===== src/rtl/supply_regs_defines.svh =====
// Purpose: offsets, field positions and reset values for the supply register bank
// Assumes: 32-bit word registers on an AHB-Lite slave
// Notes: included by the package only; the register bank uses its macros through the package
`ifndef SUPPLY_REGS_DEFINES_SVH
`define SUPPLY_REGS_DEFINES_SVH

// ----------------------------------------
// register byte offsets
// ----------------------------------------
`define OFS_SUPPLY_STATUS 8'h30
`define OFS_CORE_SETPOINT 8'h34
`define OFS_PLL_SETPOINT 8'h40
`define OFS_EVT_STATUS 8'h50
`define OFS_EVT_CLEAR 8'h54
`define OFS_EVT_ENABLE 8'h58

// ----------------------------------------
// supply status fields
// ----------------------------------------
`define BIT_OSC_STABLE 24
`define BIT_PLL_GOOD 19
`define BIT_CORE_GOOD 16
`define BIT_ANA_ILIM 9
`define BIT_CORE_ILIM 8
`define BIT_ANA_SOFT 1
`define BIT_CORE_SOFT 0

// ----------------------------------------
// setpoint widths and event layout
// ----------------------------------------
`define CORE_CODE_W 7
`define PLL_CODE_W 3
`define EVT_W 7
`define EVT_RESET 7'h00

`endif


===== src/rtl/supply_regs_pkg.sv =====
// Purpose: shared types for the supply register bank
// Assumes: defines header supplies field widths
// Notes: none
package supply_regs_pkg;
  `include "supply_regs_defines.svh"

  // ----------------------------------------
  // raw supply conditions from analogue side
  // ----------------------------------------
  typedef struct packed {
    logic osc_stable;
    logic pll_supply_good;
    logic core_supply_good;
    logic analogue_buck_ilim;
    logic core_buck_ilim;
    logic analogue_buck_soft;
    logic core_buck_soft;
  } supply_flags_s;

  // ----------------------------------------
  // requested supply levels
  // ----------------------------------------
  typedef struct packed {
    logic [`CORE_CODE_W-1:0] core_supply_code;
    logic [`PLL_CODE_W-1:0] pll_regulator_code;
  } setpoints_s;

  typedef enum logic [1:0] {
    boot_hold,
    boot_capture,
    boot_done
  } boot_state_e;
endpackage


===== src/rtl/supply_regs.sv =====
// Purpose: power supply status and level register bank on AHB-Lite
// Assumes: one clock hclk; status flags and boot pins are asynchronous
// Notes: zero wait states; every response OKAY
//
// Behaviour
// - status bit 24 reads 1 while on-die oscillator is stable
// - status bit 19 pll supply good, bit 16 core supply good
// - status bit 9 analogue converter limiting, bit 8 core converter limiting
// - status bit 1 analogue converter soft-start, bit 0 core soft-start
// - core level register bits 6:0, 0.60 V plus 10 mV per step
// - both setpoint resets come from sampled boot configuration pins
// - pll regulator level bits 2:0, 0.6 V plus 100 mV per step
`timescale 1ns/1ps
module supply_regs
  import supply_regs_pkg::*;
(
  input wire logic hclk,
  input wire logic hresetn,
  input wire logic hsel,
  input wire logic [31:0] haddr,
  input wire logic [1:0] htrans,
  input wire logic hwrite,
  input wire logic [2:0] hsize,
  input wire logic [31:0] hwdata,
  input wire logic hready,
  output logic [31:0] hrdata,
  output logic hreadyout,
  output logic hresp,
  input wire supply_flags_s supply_flags,
  input wire logic [`CORE_CODE_W-1:0] boot_core_code,
  input wire logic [`PLL_CODE_W-1:0] boot_pll_code,
  output setpoints_s setpoints,
  output logic irq
);

  // ----------------------------------------
  // synchronisers
  // ----------------------------------------
  localparam int SYNC_W = `EVT_W + `CORE_CODE_W + `PLL_CODE_W;

  logic [SYNC_W-1:0] sync_in;
  logic [SYNC_W-1:0] sync_out;
  supply_flags_s flags;
  logic [`CORE_CODE_W-1:0] pin_core;
  logic [`PLL_CODE_W-1:0] pin_pll;

  assign sync_in = {supply_flags, boot_core_code, boot_pll_code};

  flag_sync #(
    .W(SYNC_W)
  ) u_sync (
    .hclk(hclk),
    .hresetn(hresetn),
    .async_in(sync_in),
    .sync_out(sync_out)
  );

  assign flags = supply_flags_s'(sync_out[SYNC_W-1 -: `EVT_W]);
  assign pin_core = sync_out[`PLL_CODE_W +: `CORE_CODE_W];
  assign pin_pll = sync_out[`PLL_CODE_W-1:0];

  // ----------------------------------------
  // status word assembly
  // ----------------------------------------
  function automatic logic [31:0] status_word(input supply_flags_s f);
    logic [31:0] w;
    w = 32'h0000_0000;
    w[`BIT_OSC_STABLE] = f.osc_stable;
    w[`BIT_PLL_GOOD] = f.pll_supply_good;
    w[`BIT_CORE_GOOD] = f.core_supply_good;
    w[`BIT_ANA_ILIM] = f.analogue_buck_ilim;
    w[`BIT_CORE_ILIM] = f.core_buck_ilim;
    w[`BIT_ANA_SOFT] = f.analogue_buck_soft;
    w[`BIT_CORE_SOFT] = f.core_buck_soft;
    return w;
  endfunction

  logic [31:0] status_now;
  assign status_now = status_word(flags);

  // ----------------------------------------
  // boot capture of setpoint defaults
  // ----------------------------------------
  boot_state_e boot_state;
  boot_state_e next_boot_state;
  logic boot_load;
  logic boot_armed;

  // wait until the pin synchroniser holds real levels: load on the third edge
  always_comb begin
    next_boot_state = boot_state;
    case (boot_state)
      boot_hold: next_boot_state = boot_armed ? boot_capture : boot_hold;
      boot_capture: next_boot_state = boot_done;
      boot_done: next_boot_state = boot_done;
      default: next_boot_state = boot_done;
    endcase
  end

  assign boot_load = (boot_state == boot_capture);

  always_ff @(posedge hclk or negedge hresetn) begin
    if (!hresetn) begin
      boot_state <= boot_hold;
      boot_armed <= 1'b0;
    end else begin
      boot_state <= next_boot_state;
      boot_armed <= 1'b1;
    end
  end

  // ----------------------------------------
  // ahb address phase capture
  // ----------------------------------------
  logic addr_valid;
  logic dp_active;
  logic dp_write;
  logic [7:0] dp_addr;

  assign addr_valid = hsel && hready && htrans[1];
  assign hreadyout = 1'b1;
  assign hresp = 1'b0;

  always_ff @(posedge hclk or negedge hresetn) begin
    if (!hresetn) begin
      dp_active <= 1'b0;
      dp_write <= 1'b0;
      dp_addr <= 8'h00;
    end else begin
      dp_active <= addr_valid;
      dp_write <= addr_valid && hwrite;
      dp_addr <= addr_valid ? haddr[7:0] : dp_addr;
    end
  end

  // ----------------------------------------
  // decode
  // ----------------------------------------
  logic wr_core;
  logic wr_pll;
  logic wr_clear;
  logic wr_enable;
  logic rd_hit;

  assign wr_core = dp_write && (dp_addr == `OFS_CORE_SETPOINT);
  assign wr_pll = dp_write && (dp_addr == `OFS_PLL_SETPOINT);
  assign wr_clear = dp_write && (dp_addr == `OFS_EVT_CLEAR);
  assign wr_enable = dp_write && (dp_addr == `OFS_EVT_ENABLE);
  assign rd_hit = addr_valid && !hwrite;

  // ----------------------------------------
  // setpoint registers
  // ----------------------------------------
  logic [`CORE_CODE_W-1:0] core_code;
  logic [`PLL_CODE_W-1:0] pll_code;
  logic [`CORE_CODE_W-1:0] next_core_code;
  logic [`PLL_CODE_W-1:0] next_pll_code;

  // writes to status and reserved bits fall away here
  assign next_core_code = boot_load ? pin_core :
                          wr_core ? hwdata[`CORE_CODE_W-1:0] : core_code;
  assign next_pll_code = boot_load ? pin_pll :
                         wr_pll ? hwdata[`PLL_CODE_W-1:0] : pll_code;

  always_ff @(posedge hclk or negedge hresetn) begin
    if (!hresetn) begin
      core_code <= '0;
      pll_code <= '0;
    end else begin
      core_code <= next_core_code;
      pll_code <= next_pll_code;
    end
  end

  always_ff @(posedge hclk or negedge hresetn) begin
    if (!hresetn) begin
      setpoints <= '0;
    end else begin
      setpoints.core_supply_code <= next_core_code;
      setpoints.pll_regulator_code <= next_pll_code;
    end
  end

  // ----------------------------------------
  // events: rising edges of status flags
  // ----------------------------------------
  logic [`EVT_W-1:0] flags_prev;
  logic [`EVT_W-1:0] evt_rise;
  logic [`EVT_W-1:0] evt_status;
  logic [`EVT_W-1:0] evt_enable;
  logic [`EVT_W-1:0] next_evt_status;
  logic [`EVT_W-1:0] clr_mask;

  assign evt_rise = flags & ~flags_prev;
  assign clr_mask = wr_clear ? hwdata[`EVT_W-1:0] : `EVT_RESET;
  // a new event in the clear cycle wins
  assign next_evt_status = (evt_status & ~clr_mask) | evt_rise;

  always_ff @(posedge hclk or negedge hresetn) begin
    if (!hresetn) begin
      flags_prev <= '1;
      evt_status <= `EVT_RESET;
      evt_enable <= `EVT_RESET;
      irq <= 1'b0;
    end else begin
      flags_prev <= flags;
      evt_status <= next_evt_status;
      evt_enable <= wr_enable ? hwdata[`EVT_W-1:0] : evt_enable;
      irq <= |(next_evt_status & (wr_enable ? hwdata[`EVT_W-1:0] : evt_enable));
    end
  end

  // ----------------------------------------
  // read mux
  // ----------------------------------------
  logic [31:0] rd_value;
  logic [7:0] rd_addr;

  assign rd_addr = haddr[7:0];

  always_comb begin
    if (rd_addr == `OFS_SUPPLY_STATUS) begin
      rd_value = status_now;
    end else if (rd_addr == `OFS_CORE_SETPOINT) begin
      rd_value = {25'h0, core_code};
    end else if (rd_addr == `OFS_PLL_SETPOINT) begin
      rd_value = {29'h0, pll_code};
    end else if (rd_addr == `OFS_EVT_STATUS) begin
      rd_value = {25'h0, evt_status};
    end else if (rd_addr == `OFS_EVT_ENABLE) begin
      rd_value = {25'h0, evt_enable};
    end else begin
      rd_value = 32'h0000_0000;
    end
  end

  always_ff @(posedge hclk or negedge hresetn) begin
    if (!hresetn) begin
      hrdata <= 32'h0000_0000;
    end else if (rd_hit) begin
      hrdata <= rd_value;
    end
  end

endmodule // supply_regs


===== src/rtl/flag_sync.sv =====
// Purpose: two-stage synchroniser for a vector of asynchronous levels
// Assumes: inputs are slow levels from analogue monitors or pins
// Notes: first stage feeds only the second stage
`timescale 1ns/1ps
module flag_sync #(
  parameter int W = 7
) (
  input wire logic hclk,
  input wire logic hresetn,
  input wire logic [W-1:0] async_in,
  output logic [W-1:0] sync_out
);
  logic [W-1:0] stage1;

  // ----------------------------------------
  // double flop
  // ----------------------------------------
  always_ff @(posedge hclk or negedge hresetn) begin
    if (!hresetn) begin
      stage1 <= '0;
      sync_out <= '0;
    end else begin
      stage1 <= async_in;
      sync_out <= stage1;
    end
  end
endmodule // flag_sync


===== config.mk =====
export PLATFORM = sky130hd
export DESIGN_NAME = supply_regs
export DESIGN_NICKNAME = d
export VERILOG_FILES = /design/src/rtl/supply_regs_pkg.sv /design/src/rtl/supply_regs.sv /design/src/rtl/flag_sync.sv
export VERILOG_INCLUDE_DIRS = /design/src /design/src/rtl
export SDC_FILE = /design/constraint.sdc
export NUM_CORES = 1
export LEC_CHECK = 0
export ABC_AREA = 1
export BUFFER_PORTS_ARGS = -buffer_cell sky130_fd_sc_hd__buf_2
export CAP_MARGIN = 15
export CORE_ASPECT_RATIO = 0.8
export CORE_MARGIN = 10
export CORE_UTILIZATION = 45
export CTS_CLUSTER_DIAMETER = 80
export DETAILED_ROUTE_END_ITERATION = 6
export GPL_TIMING_DRIVEN = 1
export PLACE_DENSITY_LB_ADDON = 0.2
export SYNTH_ARGS = -nofsm -noshare
export SYNTH_HDL_FRONTEND = slang
export SYNTH_HIERARCHICAL = 1
export SYNTH_SLANG_ARGS = --single-unit
export TNS_END_PERCENT = 10

===== constraint.sdc =====
create_clock -name hclk -period 2.3 [get_ports hclk]
set_input_delay 0.46 -clock hclk [delete_from_list [all_inputs] [get_ports hclk]]
set_output_delay 0.46 -clock hclk [all_outputs]
set_load 0.02 [all_outputs]

==> flow_summary_export.csv <==
group,metric,value,unit
power,share_clk_of_total_power,35.7,%
global_route,antenna_found_initial,0,
global_route,grt_max_degree,56,
critical_path,reg2reg_depth,10,
route,routedWlPerCell,14.1,um
route,ant_nets,0,
clock_tree,cts_root_buf,"clkbuf_8",
clock_tree,path_clk_slew,0.08,ns
power,powerDensity,839,nW/um^2
die,start_util,46.1,%
power,seq_power_share,50.7,%
placed_design,hpwl,5990,um
sta,post-route-period-util,72.6,%
global_route,grt_util_all_layers,13.5,%
clock_tree,postCtsHoldBufs,0,
route,via_count,2588,
route,drtIter0Drc,212,
global_route,grt_pass1_wl,13100,um
route,wl,7940,um
sta,rsz0062_at_grt,"no",
synth,syn_area,3670,um^2
hold_path,hold_class,"in2async",
synth,netlist_instances,377,
synth,yosysWarnings,6,
critical_path,crit_family,"simple AND/OR/NAND/NOR gates",
synth,yosysTopAreaCell,"dfrtp_1",
die,placementRows,29,
critical_path,setup.worst_path.start,"dp_addr[1]$_DFFE_PN0P_",
finish,final_cell_mix,"nand2_1 (110), dfrtp_1 (83), buf_2 (59)",
critical_path,slowest_stage,"dfrtp_1",
placed_design,portBuffers,60,
route,drc,0,
sta,max-slew-margin-rel,63.2,%
clock_tree,cts_resized,0,
sta,slew_violations,0,
outcome,status,"finished clean",
clock_tree,cts_made_buffers,9,
finish,syn2layout_area_growth,17.1,%
flow_run,drv_cap,0,
finish,antenna_cells,0,
route,dr.pass1.iters,4,
power,p_sw,0.000955,W
clock_tree,h-tree-depth,3,
critical_path,cp-start-kind,"flop",
synth,synth_cell_types,29,
power,switching_share,26.5,%
finish,drive_gt1_share,24.7,%
finish,fin_nets,539,
synth,ys_ff_latch,90,
clock_tree,cts_setup_buffers,0,
sta,fin_tns_setup,0,ns
finish,final_common_cell,"nand2_1",
critical_path,critPathMaxFanout,7,
die,die-area,12200,um^2
placed_design,routabilityCongestion,0.902,
critical_path,arrival,1.90,ns
sta,worst_pin_slew,0.550,ns
sta,fmax,0.599,GHz
power,internal_power,0.00265,W
route,vias_per_cell,4.61,
die,die_height,101,um
synth,synth_top_area_share,56.7,%
critical_path,max_stage_delay,0.41,ns
power,peakVddDrop,0.387,mV
die,die_w,121,um
clock_tree,cts_tree,"done",
sta,fin_skew,0.00870,ns
critical_path,critical_path.cell_chain,"nor2_1, nand2_1, nor2_2, nand3_1, nand2_1, nand2_1, nand2_1, nand2_1, nor2_1, nand2_1",
clock_tree,clkLatencyLatePin,0.35,ns
sta,whs,0.0802,ns
synth,ys_top_cells_by_area,"dfrtp_1 (57%), nand2_1 (11%), dfstp_2 (5.0%)",
critical_path,worstPathRequired,2.53,ns
synth,yosysSeqAreaShare,61.7,%
critical_path,reg2reg_from,"dp_addr[1]$_DFFE_PN0P_",
critical_path,critPathCaptureType,"flop",
critical_path,worstReg2RegEnd,"irq$_DFF_PN0_",
critical_path,cp_num_buf_inv,0,
global_route,grt_pass1_vias,2650,
sta,finalSetupViolCount,0,
critical_path,critPathKind,"reg2reg",
critical_path,r2r_slack,0.63,ns
critical_path,cpMostUsedCell,"nand2_1",
clock_tree,clock_sinks,90,
sta,post-route-min-period,1.67,ns
global_route,grt-ovfl-total,0,
finish,final_core_util,54.0,%
power,power_leakage,2.23,nW
die,coreArea,7950,um^2
power,power_frac_comb,13.6,%
synth,avgSynthCellArea,9.72,um^2
clock_tree,cts_buffer_depth,2,
die,ios,136,
sta,final-hold-violation-count,0,
[how the worst max path moves through the flow]
stage / cells past startpoint / slack, ns / to
5_1_grt: 10 / 0.50 / irq$_DFF_PN0_
4_1_cts: 10 / 0.62 / irq$_DFF_PN0_
6_report: 10 / 0.63 / irq$_DFF_PN0_
3_5_place_dp: 9 / 0.54 / hrdata[2]$_DFFE_PN0P_
2_1_floorplan: 6 / 0.88 / hrdata[24]$_DFFE_PN0P_
3_3_place_gp: 9 / 0.53 / hrdata[2]$_DFFE_PN0P_
[cells in the mapped netlist]
cell type / instances
nand2_1: 110
dfrtp_1: 83
inv_1: 42
nand3_1: 29
buf_4: 22
nor2_1: 14
o21ai_0: 14
o211ai_1: 8
dfstp_2: 7
nand2_2: 6
nand4_1: 5
o21ai_2: 5
or2_2: 4
a21oi_1: 3
clkbuf_1: 3
nor2_2: 3
o31ai_1: 3
conb_1: 2
nand3_2: 2
nor2_4: 2
nor3_1: 2
and2_1: 1
and2_4: 1
buf_2: 1
buf_6: 1
nand3b_1: 1
nand4_2: 1
nor3_4: 1
o311ai_0: 1
[sequential cells by signal, indices dropped and copies added, names as in the netlist]
name and count:
irq 1, dp_addr 8, setpoints 10, u_sync/sync_out 17, hrdata 12, boot_armed 1
dp_write 1, u_sync/stage1 17, evt_status 7, boot_state 2, flags_prev 7, evt_enable 7
[kinds of logic after synthesis]
group                  after synthesis  share of synthesized area (%)
flip-flops                          90                           61.7
buffers and inverters               69                           9.56
AO/OA/AOI/OAI                       34                           6.01
other                                2                          0.205
AND/OR/NAND/NOR                    182                           22.6
[routing by layer]
layer | part of all wire (%) | up-vias | track usage [%]
met1 | 44 | 1202 | 17.8
met3 | 9.0 | 9 | 4.82
met5 | 0 | - | 0
li1 | - | 1289 | -
met4 | 1.0 | 0 | 4.35
met2 | 46 | 88 | 20.5
[power groups by stage]
| stage | combinational [W] | sequential, W | clock (W) |
|---|---|---|---|
| after floorplan | 0.000228 | 0.00193 | 0 |
| after global placement | 0.000488 | 0.00186 | 0 |
| after detailed placement | 0.000497 | 0.00186 | 0 |
| after CTS | 0.000498 | 0.00183 | 0.00132 |
| after global routing | 0.000543 | 0.00184 | 0.00139 |
| final | 0.000490 | 0.00183 | 0.00129 |
[cell type report]
type	count	area (um^2)
Clock buffer	12	145
Fill cell	743	3650
Sequential cell	90	2260
Tap cell	108	135
Multi-Input combinational cell	239	1130
Inverter	42	158
Timing Repair Buffer	66	360
Clock inverter	4	98.8
[stage by stage]
step	worst slack (ns)	total power (W)	cell area, um^2	cells
after floorplan	0.883	0.00216	3740	398
after global placement	0.527	0.00234	4050	545
after detailed placement	0.535	0.00236	4050	545
after CTS	0.624	0.00364	4290	561
after global routing	0.499	0.00378	4290	561
final	0.630	0.00360	4290	561
(Power assumes the default switching activity.)
